File: config.mk
export PLATFORM = sky130hd
export DESIGN_NAME = exc_cause_status
export DESIGN_NICKNAME = d
export VERILOG_FILES = /design/src/exc_cause_pkg.sv /design/src/exc_event_if.sv /design/src/exc_capture.sv /design/src/exc_cause_status.sv
export SDC_FILE = /design/constraint.sdc
export NUM_CORES = 1
export LEC_CHECK = 0
export CAP_MARGIN = 0
export CORE_MARGIN = 1.5
export CORE_UTILIZATION = 43
export DETAILED_ROUTE_END_ITERATION = 8
export DONT_BUFFER_PORTS = 1
export PLACE_DENSITY = 0.62
export SYNTH_ARGS = -nofsm -noshare
export SYNTH_HDL_FRONTEND = slang
export SYNTH_SLANG_ARGS = --single-unit
File: constraint.sdc
create_clock -name sys_clk_in -period 1.14 [get_ports sys_clk_in]
set_input_delay 0.228 -clock sys_clk_in [delete_from_list [all_inputs] [get_ports sys_clk_in]]
set_output_delay 0.228 -clock sys_clk_in [all_outputs]
set_load 0.01 [all_outputs]
File: src/exc_cause_pkg.sv
// Constants shared by the exception cause status logic
package exc_cause_pkg;

  // ----------------------------------------------------------------
  // Field positions in the cause word
  // ----------------------------------------------------------------
  localparam int DELAY_SLOT_POS = 31;
  localparam int TIMER_POS      = 30;
  localparam int COP_HI_POS     = 29;
  localparam int COP_LO_POS     = 28;
  localparam int STOP_POS       = 27;
  localparam int PERF_POS       = 26;
  localparam int CHAIN_POS      = 25;
  localparam int PROLOGUE_POS   = 24;
  localparam int VSEL_POS       = 23;

  // ----------------------------------------------------------------
  // Widths
  // ----------------------------------------------------------------
  localparam int ADDR_W = 32;
  localparam int COP_W  = 2;
  localparam int VOFS_W = 12;

  // ----------------------------------------------------------------
  // Reset values
  // ----------------------------------------------------------------
  localparam logic                STOP_RESET     = 1'h0;
  localparam logic                VSEL_RESET     = 1'h0;
  localparam logic                PERF_RESET     = 1'h0;
  localparam logic                TIMER_RESET    = 1'h0;
  localparam logic                CHAIN_RESET    = 1'h0;
  localparam logic                SLOT_RESET     = 1'h0;
  localparam logic                PROLOGUE_RESET = 1'h0;
  localparam logic [COP_W-1:0]    COP_RESET      = 2'h0;
  localparam logic [ADDR_W-1:0]   RET_ADDR_RESET = 32'h0000_0000;
  localparam logic [31:0]         RDATA_RESET    = 32'h0000_0000;

  // ----------------------------------------------------------------
  // Interrupt vector offsets
  // ----------------------------------------------------------------
  localparam logic [VOFS_W-1:0] GENERAL_VECTOR_OFFSET   = 12'h180;
  localparam logic [VOFS_W-1:0] INTERRUPT_VECTOR_OFFSET = 12'h200;

endpackage : exc_cause_pkg

File: src/exc_event_if.sv
// Exception event carrier between the cause block and its capture unit
`timescale 1ns/1ns
`default_nettype none

interface exc_event_if;
  import exc_cause_pkg::*;

  logic              taken;       // One-cycle exception entry pulse
  logic              in_slot;     // Faulting instr in delay/forbidden slot
  logic              in_prologue; // Exception during auto-prologue
  logic              exc_level;   // Exception level before this exception
  logic [ADDR_W-1:0] fault_pc;    // Address of faulting instruction
  logic [ADDR_W-1:0] branch_pc;   // Address of preceding branch
  logic [COP_W-1:0]  cop_unit;    // Referenced coprocessor number

  modport source  (output taken, in_slot, in_prologue, exc_level,
                   output fault_pc, branch_pc, cop_unit);
  modport capture (input  taken, in_slot, in_prologue, exc_level,
                   input  fault_pc, branch_pc, cop_unit);
endinterface : exc_event_if

`default_nettype wire

File: src/exc_capture.sv
// Capture of exception-time fields and return address
`timescale 1ns/1ns
`default_nettype none

module exc_capture
  import exc_cause_pkg::*;
(
  input  wire logic              sys_clk_in,
  input  wire logic              reset_n_in,
  exc_event_if.capture           ev,
  output var  logic              delay_slot_flag_out,
  output var  logic              prologue_flag_out,
  output var  logic [COP_W-1:0]  cop_unit_out,
  output var  logic [ADDR_W-1:0] return_address_out
);

  // ----------------------------------------------------------------
  // Update decode
  // ----------------------------------------------------------------
  // Slot flag and return address move only on entry at level zero
  wire               first_level   = ev.taken & ~ev.exc_level;
  wire [ADDR_W-1:0]  next_ret_addr = ev.in_slot ? ev.branch_pc
                                                : ev.fault_pc;

  // Slot flag and return address
  always_ff @(posedge sys_clk_in) begin
    if (!reset_n_in) begin
      delay_slot_flag_out <= SLOT_RESET;
      return_address_out  <= RET_ADDR_RESET;
    end else if (first_level) begin
      delay_slot_flag_out <= ev.in_slot;
      return_address_out  <= next_ret_addr;
    end
  end

  // Fields loaded on every exception
  always_ff @(posedge sys_clk_in) begin
    if (!reset_n_in) begin
      cop_unit_out      <= COP_RESET;
      prologue_flag_out <= PROLOGUE_RESET;
    end else if (ev.taken) begin
      cop_unit_out      <= ev.cop_unit;
      prologue_flag_out <= ev.in_prologue;
    end
  end

  // ----------------------------------------------------------------
  // Checks
  // ----------------------------------------------------------------
  AST_SLOT_SET: assert property (@(posedge sys_clk_in)
    disable iff (!reset_n_in)
    first_level |=> delay_slot_flag_out == $past(ev.in_slot))
    else $error("slot flag not captured");

  AST_SLOT_HOLD: assert property (@(posedge sys_clk_in)
    disable iff (!reset_n_in)
    (ev.taken && ev.exc_level) |=> $stable(delay_slot_flag_out)
                                   && $stable(return_address_out))
    else $error("slot flag or return address changed at raised level");

  AST_RET_BRANCH: assert property (@(posedge sys_clk_in)
    disable iff (!reset_n_in)
    (first_level && ev.in_slot) |=>
      return_address_out == $past(ev.branch_pc))
    else $error("return address not branch address");

  AST_COP_LOAD: assert property (@(posedge sys_clk_in)
    disable iff (!reset_n_in)
    ev.taken |=> cop_unit_out == $past(ev.cop_unit))
    else $error("coprocessor number not loaded");

  AST_PROLOGUE: assert property (@(posedge sys_clk_in)
    disable iff (!reset_n_in)
    ev.taken |=> prologue_flag_out == $past(ev.in_prologue))
    else $error("prologue flag wrong");

  COV_SLOT_EXC: cover property (@(posedge sys_clk_in)
    disable iff (!reset_n_in) first_level && ev.in_slot);

endmodule : exc_capture

`default_nettype wire

File: src/exc_cause_status.sv
// Upper fields of the exception cause register
//
// Operation
// - Exception at level zero records whether the fault sat in a slot.
// - Slot faults at level zero load the return address with the preceding branch.
// - Bit 30 reads the pending timer interrupt, read only.
// - Timer pending flag also drives a dedicated output.
// - Bits 29:28 load the referenced coprocessor on every exception.
// - Bit 27 read-write, reset 0; set stops the cycle counter.
// - Bit 26 reads pending counter interrupt, reset 0, also output.
// - Bit 25 shows whether the last interrupt return chained.
// - Bit 23 is writable and selects the interrupt vector.
// - Select 0 gives offset 0x180, select 1 gives offset 0x200.
`timescale 1ns/1ns
`default_nettype none

module exc_cause_status
  import exc_cause_pkg::*;
(
  input  wire logic              sys_clk_in,
  input  wire logic              reset_n_in,
  // Register access port
  input  wire logic              reg_write_in,
  input  wire logic [31:0]       reg_wdata_in,
  output var  logic [31:0]       reg_rdata_out,
  // Exception pipeline
  input  wire logic              exc_taken_in,
  input  wire logic              exc_in_slot_in,
  input  wire logic              exc_in_prologue_in,
  input  wire logic              exception_level_bit_in,
  input  wire logic [ADDR_W-1:0] exc_fault_pc_in,
  input  wire logic [ADDR_W-1:0] exc_branch_pc_in,
  input  wire logic [COP_W-1:0]  exc_cop_unit_in,
  // Interrupt return
  input  wire logic              int_return_done_in,
  input  wire logic              int_return_chained_in,
  // Pending interrupt sources
  input  wire logic              timer_irq_in,
  input  wire logic              perf_irq_in,
  // Outputs to core and system logic
  output var  logic              timer_pending_out,
  output var  logic              perf_pending_out,
  output var  logic              counter_stop_out,
  output var  logic [VOFS_W-1:0] interrupt_vector_offset_out,
  output var  logic [ADDR_W-1:0] exception_return_address_out
);

  // ----------------------------------------------------------------
  // Exception event carrier
  // ----------------------------------------------------------------
  exc_event_if ev ();

  // Drive the carrier from the pipeline ports
  assign ev.taken       = exc_taken_in;
  assign ev.in_slot     = exc_in_slot_in;
  assign ev.in_prologue = exc_in_prologue_in;
  assign ev.exc_level   = exception_level_bit_in;
  assign ev.fault_pc    = exc_fault_pc_in;
  assign ev.branch_pc   = exc_branch_pc_in;
  assign ev.cop_unit    = exc_cop_unit_in;

  logic             delay_slot_flag;
  logic             prologue_exception_flag;
  logic [COP_W-1:0] cop_unit_field;

  exc_capture u_capture (
    .sys_clk_in          (sys_clk_in),
    .reset_n_in          (reset_n_in),
    .ev                  (ev),
    .delay_slot_flag_out (delay_slot_flag),
    .prologue_flag_out   (prologue_exception_flag),
    .cop_unit_out        (cop_unit_field),
    .return_address_out  (exception_return_address_out)
  );

  // ----------------------------------------------------------------
  // Software-writable bits
  // ----------------------------------------------------------------
  logic counter_stop_bit;
  logic interrupt_vector_select;

  // Only the stop and vector-select bits take written data
  wire next_counter_stop_bit = reg_write_in ? reg_wdata_in[STOP_POS]
                                            : counter_stop_bit;
  wire next_vector_select    = reg_write_in ? reg_wdata_in[VSEL_POS]
                                            : interrupt_vector_select;

  // Vector offset chosen by the select bit
  wire [VOFS_W-1:0] next_vector_offset =
    next_vector_select ? INTERRUPT_VECTOR_OFFSET
                       : GENERAL_VECTOR_OFFSET;

  // Writable bit storage
  always_ff @(posedge sys_clk_in) begin
    if (!reset_n_in) begin
      counter_stop_bit        <= STOP_RESET;
      interrupt_vector_select <= VSEL_RESET;
    end else begin
      counter_stop_bit        <= next_counter_stop_bit;
      interrupt_vector_select <= next_vector_select;
    end
  end

  // Registered controls toward counter and dispatch logic
  always_ff @(posedge sys_clk_in) begin
    if (!reset_n_in) begin
      counter_stop_out            <= STOP_RESET;
      interrupt_vector_offset_out <= GENERAL_VECTOR_OFFSET;
    end else begin
      counter_stop_out            <= next_counter_stop_bit;
      interrupt_vector_offset_out <= next_vector_offset;
    end
  end

  // ----------------------------------------------------------------
  // Hardware-maintained flags
  // ----------------------------------------------------------------
  logic timer_pending_flag;
  logic perf_pending_flag;
  logic chaining_occurred_flag;

  // Pending flags follow their sources; writes never touch them
  always_ff @(posedge sys_clk_in) begin
    if (!reset_n_in) begin
      timer_pending_flag <= TIMER_RESET;
      perf_pending_flag  <= PERF_RESET;
    end else begin
      timer_pending_flag <= timer_irq_in;
      perf_pending_flag  <= perf_irq_in;
    end
  end

  // Pending outputs mirror the flags in the same cycle
  always_ff @(posedge sys_clk_in) begin
    if (!reset_n_in) begin
      timer_pending_out <= TIMER_RESET;
      perf_pending_out  <= PERF_RESET;
    end else begin
      timer_pending_out <= timer_irq_in;
      perf_pending_out  <= perf_irq_in;
    end
  end

  // Chaining result of the most recent interrupt return
  always_ff @(posedge sys_clk_in) begin
    if (!reset_n_in) begin
      chaining_occurred_flag <= CHAIN_RESET;
    end else if (int_return_done_in) begin
      chaining_occurred_flag <= int_return_chained_in;
    end
  end

  // ----------------------------------------------------------------
  // Read data
  // ----------------------------------------------------------------
  logic [31:0] read_word;

  // Assemble the visible fields; lower bits belong elsewhere
  always_comb begin
    read_word                        = 32'h0000_0000;
    read_word[DELAY_SLOT_POS]        = delay_slot_flag;
    read_word[TIMER_POS]             = timer_pending_flag;
    read_word[COP_HI_POS:COP_LO_POS] = cop_unit_field;
    read_word[STOP_POS]              = counter_stop_bit;
    read_word[PERF_POS]              = perf_pending_flag;
    read_word[CHAIN_POS]             = chaining_occurred_flag;
    read_word[PROLOGUE_POS]          = prologue_exception_flag;
    read_word[VSEL_POS]              = interrupt_vector_select;
  end

  // Read data registered, one cycle behind the state
  always_ff @(posedge sys_clk_in) begin
    if (!reset_n_in) begin
      reg_rdata_out <= RDATA_RESET;
    end else begin
      reg_rdata_out <= read_word;
    end
  end

  // ----------------------------------------------------------------
  // Checks
  // ----------------------------------------------------------------
  AST_TIMER_READ: assert property (@(posedge sys_clk_in)
    disable iff (!reset_n_in)
    ##1 1'b1 |=> reg_rdata_out[TIMER_POS] == $past(timer_irq_in, 2))
    else $error("timer flag read wrong");

  AST_TIMER_PIN: assert property (@(posedge sys_clk_in)
    disable iff (!reset_n_in)
    $past(reset_n_in) |-> timer_pending_out == timer_pending_flag
      && timer_pending_out == $past(timer_irq_in))
    else $error("timer output differs from flag");

  AST_STOP_WRITE: assert property (@(posedge sys_clk_in)
    disable iff (!reset_n_in)
    reg_write_in |=> counter_stop_out == $past(reg_wdata_in[STOP_POS])
      ##1 reg_rdata_out[STOP_POS] == counter_stop_out || $past(reg_write_in))
    else $error("counter stop write not applied");

  AST_PERF_PIN: assert property (@(posedge sys_clk_in)
    disable iff (!reset_n_in)
    perf_irq_in |=> perf_pending_out && perf_pending_flag)
    else $error("perf pending not raised");

  AST_CHAIN: assert property (@(posedge sys_clk_in)
    disable iff (!reset_n_in)
    int_return_done_in |=>
      chaining_occurred_flag == $past(int_return_chained_in)
      ##1 reg_rdata_out[CHAIN_POS] == $past(chaining_occurred_flag))
    else $error("chaining flag wrong");

  AST_VSEL_OFFSET: assert property (@(posedge sys_clk_in)
    disable iff (!reset_n_in)
    interrupt_vector_offset_out == (interrupt_vector_select ?
      INTERRUPT_VECTOR_OFFSET : GENERAL_VECTOR_OFFSET))
    else $error("vector offset mismatch");

  AST_VSEL_WRITE: assert property (@(posedge sys_clk_in)
    disable iff (!reset_n_in)
    reg_write_in |=> interrupt_vector_select == $past(reg_wdata_in[VSEL_POS]))
    else $error("vector select write lost");

  AST_RO_WRITE: assert property (@(posedge sys_clk_in)
    disable iff (!reset_n_in)
    (reg_write_in && !int_return_done_in && !exc_taken_in) |=>
      $stable(chaining_occurred_flag) && $stable(delay_slot_flag)
      && $stable(cop_unit_field) && $stable(prologue_exception_flag))
    else $error("write changed a read-only flag");

  COV_STOP: cover property (@(posedge sys_clk_in)
    disable iff (!reset_n_in) reg_write_in && reg_wdata_in[STOP_POS]);

  COV_VSEL: cover property (@(posedge sys_clk_in)
    disable iff (!reset_n_in)
    interrupt_vector_offset_out == INTERRUPT_VECTOR_OFFSET);

  COV_CHAIN: cover property (@(posedge sys_clk_in)
    disable iff (!reset_n_in) int_return_done_in && int_return_chained_in);

endmodule : exc_cause_status

`default_nettype wire

==> flow_summary_export.csv <==
group,metric,value,unit
worst_setup_path,required,0.91,ns
min_path,min_path_type,"in2reg",
outcome,status,"finished clean",
yosys,synth-edff-count,0,
yosys,yosysTopAreaCell,"dfxtp_1",
cts,post_cts_buffers,0,
global_route,antenna_found_initial,0,
worst_setup_path,worstPathMaxFanout,2,
finish,multiInputGateArea,953,µm²
cts,cts_tree,"yes",
die,die-area,0.00556,mm²
drt,post_drt_wl_per_cell,13.6,µm
flow_run,drv_cap,0,
cts,cts_hold_buf,0,
worst_setup_path,ff2ff_path_depth,2,
sta,drv_slew,0,
global_route,grt_pass1_wl,5490,µm
yosys,ys_ff_latch,51,
die,rows,25,
yosys,synthTopCellsByArea,"dfxtp_1 46%, mux2i_1 17%, buf_4 12%",
yosys,synth_ff_type,"dfxtp_1",
global_route,overflow,0,
finish,nFillCells,471,
global_route,grt_max_degree,51,
yosys,synth_area_per_cell,9.79,µm²
worst_setup_path,crit_end,"interrupt_vector_offset_out[7]",
die,coreArea,0.00482,mm²
sta,finalWorstSetupSlack,0.170,ns
worst_setup_path,crit_start,"interrupt_vector_offset_out[8]",
yosys,ys_seq_area_frac,0.463,
drt,routed_via_density,4.96,
sta,hold_violations,0,
finish,syn_to_final_growth,0.682,%
die,die_x,74.6,µm
drt,drtAntennaViolNets,0,
cts,htreeDepth,2,
cts,cts.clk_slew.worst_paths,0.09,ns
sta,finalSetupViolCount,0,
power,power.leakage,0.972,nW
finish,instances_no_fill,283,
finish,drive_above_1_share,0.0556,
yosys,synth.most_common_cell,"dfxtp_1",
placed_design,dp_slack,0.122,ns
power,power.density,1600,mW/mm²
global_route,track_usage,0.133,
drt,vias,1403,
power,peakVddDrop,0.000576,V
cts,cts.sinks,51,
worst_setup_path,crit_type,"reg2out",
placed_design,dp_hpwl,2730,µm
drt,wirelength,3860,µm
yosys,synthCells,225,
worst_setup_path,startpoint_type,"flop",
sta,clock_skew,0.00119,ns
die,die_h,74.6,µm
finish,regArea,0.00102,mm²
die,initial_core_util,0.457,
drt,first_iter_violations,37,
die,ioPinCount,188,
worst_setup_path,end_kind,"output port",
worst_setup_path,cp.depth,0,
sta,period_share,0.851,
drt,first_pass_iters,2,
cts,root_buffer,"clkbuf_8",
cts,cts-buffers-inserted,5,
placed_design,place.gp.congestion,0.684,
yosys,async_flop_share,0,
yosys,synth_top_area_frac,0.463,
drt,drcViolationCount,0,
sta,min_period,0.970,ns
cts,clk_latency,0.30,ns
sta,fmax,1.03,GHz
cts,clk_path_buf_depth,2,
yosys,yosysWarnings,0,
cts,cts_resized,0,
global_route,grt_pass1_vias,1231,
yosys,netlist_top_cells_count,"51 x dfxtp_1, 38 x mux2i_1, 35 x buf_4",
placed_design,placedCellCount,275,
yosys,ys_types,15,
sta,rsz0062_at_grt,"false",
finish,diodes,0,
worst_setup_path,cp.arrival,0.74,ns
finish,layout.nets,324,
yosys,syn_area,0.00220,mm²
placed_design,numPortBuffers,0,
sta,setup_tns,0,ns
worst_setup_path,worst-r2r-setup-slack,0.25,ns
[per-stage QoR]
stage | cell area, µm² | hold WS, ns | util | power (mW)
after CTS | 2220 | 0.0330 | 0.461 | 3.61
after floorplan | 2320 | 0.355 | - | 2.41
after global routing | 2220 | 0.0274 | 0.461 | 3.75
after global placement | 2100 | 0.356 | 0.436 | 2.32
final | 2220 | 0.0487 | 0.461 | 3.55
after detailed placement | 2100 | 0.358 | 0.436 | 2.33
[worst min-delay path by stage]
| stage | startpoint | to | slack (ns) | cells after the start |
|---|---|---|---|---|
| 5_1_grt | reset_n_in | reg_rdata_out[26] | 0.03 | 1 |
| 2_1_floorplan | perf_irq_in | perf_pending_out | 0.36 | 1 |
| 3_5_place_dp | timer_irq_in | timer_pending_out | 0.36 | 1 |
| 4_1_cts | reset_n_in | reg_rdata_out[26] | 0.03 | 1 |
| 3_3_place_gp | reset_n_in | reg_rdata_out[26] | 0.36 | 1 |
| 6_report | timer_irq_in | timer_pending_out | 0.05 | 1 |
[layout make-up]
class	instances	area share
Timing Repair Buffer	2	0.0180
Sequential cell	51	0.460
Multi-Input combinational cell	154	0.430
Tap cell	67	0.0378
Clock inverter	3	0.0214
Clock buffer	5	0.0310
Inverter	1	0.00169
[cells in the final DEF, fill, tap and decap left out]
cell        n
conb_1     32
o21ai_1    20
clkinv_4    1
nor2b_1     6
clkbuf_8    5
bufinv_16   1
dfxtp_1    51
mux2_2      1
o21ai_0    12
mux2i_1    38
buf_12      2
and2b_2     1
inv_1       1
and2_1     12
a21oi_1    32
inv_6       1
[logic make-up (layout without fill, tap and decap cells)]
family	after synthesis	count (layout)	share of synthesized area
mux	39	39	0.178
other cells	1	32	0.00170
flops	51	51	0.463
compound gates	64	64	0.145
simple gates	19	19	0.0545
buf+inv	51	11	0.157
[registers in the layout, summed over array words and instances (netlist names), named ones only]
signal,cells
u_capture.prologue_flag_out,1
u_capture.return_address_out,32
counter_stop_out,1
u_capture.delay_slot_flag_out,1
interrupt_vector_offset_out,1
u_capture.cop_unit_out,2
reg_rdata_out,9
chaining_occurred_flag,1
timer_pending_out,1
perf_pending_out,1
[routing by layer]
metal,part of all wire,global-route usage
met1,0.39,0.146
met2,0.49,0.230
met3,0.10,0.0542
met4,0.012,0.0525
met5,0,0
[power breakdown]
part,switching (mW),leakage (nW),internal (mW)
Sequential,0.114,0.420,1.89
Clock,0.593,0.0587,0.665
Combinational,0.148,0.493,0.136
Total,0.855,0.972,2.69
(Power assumes the default switching activity.)
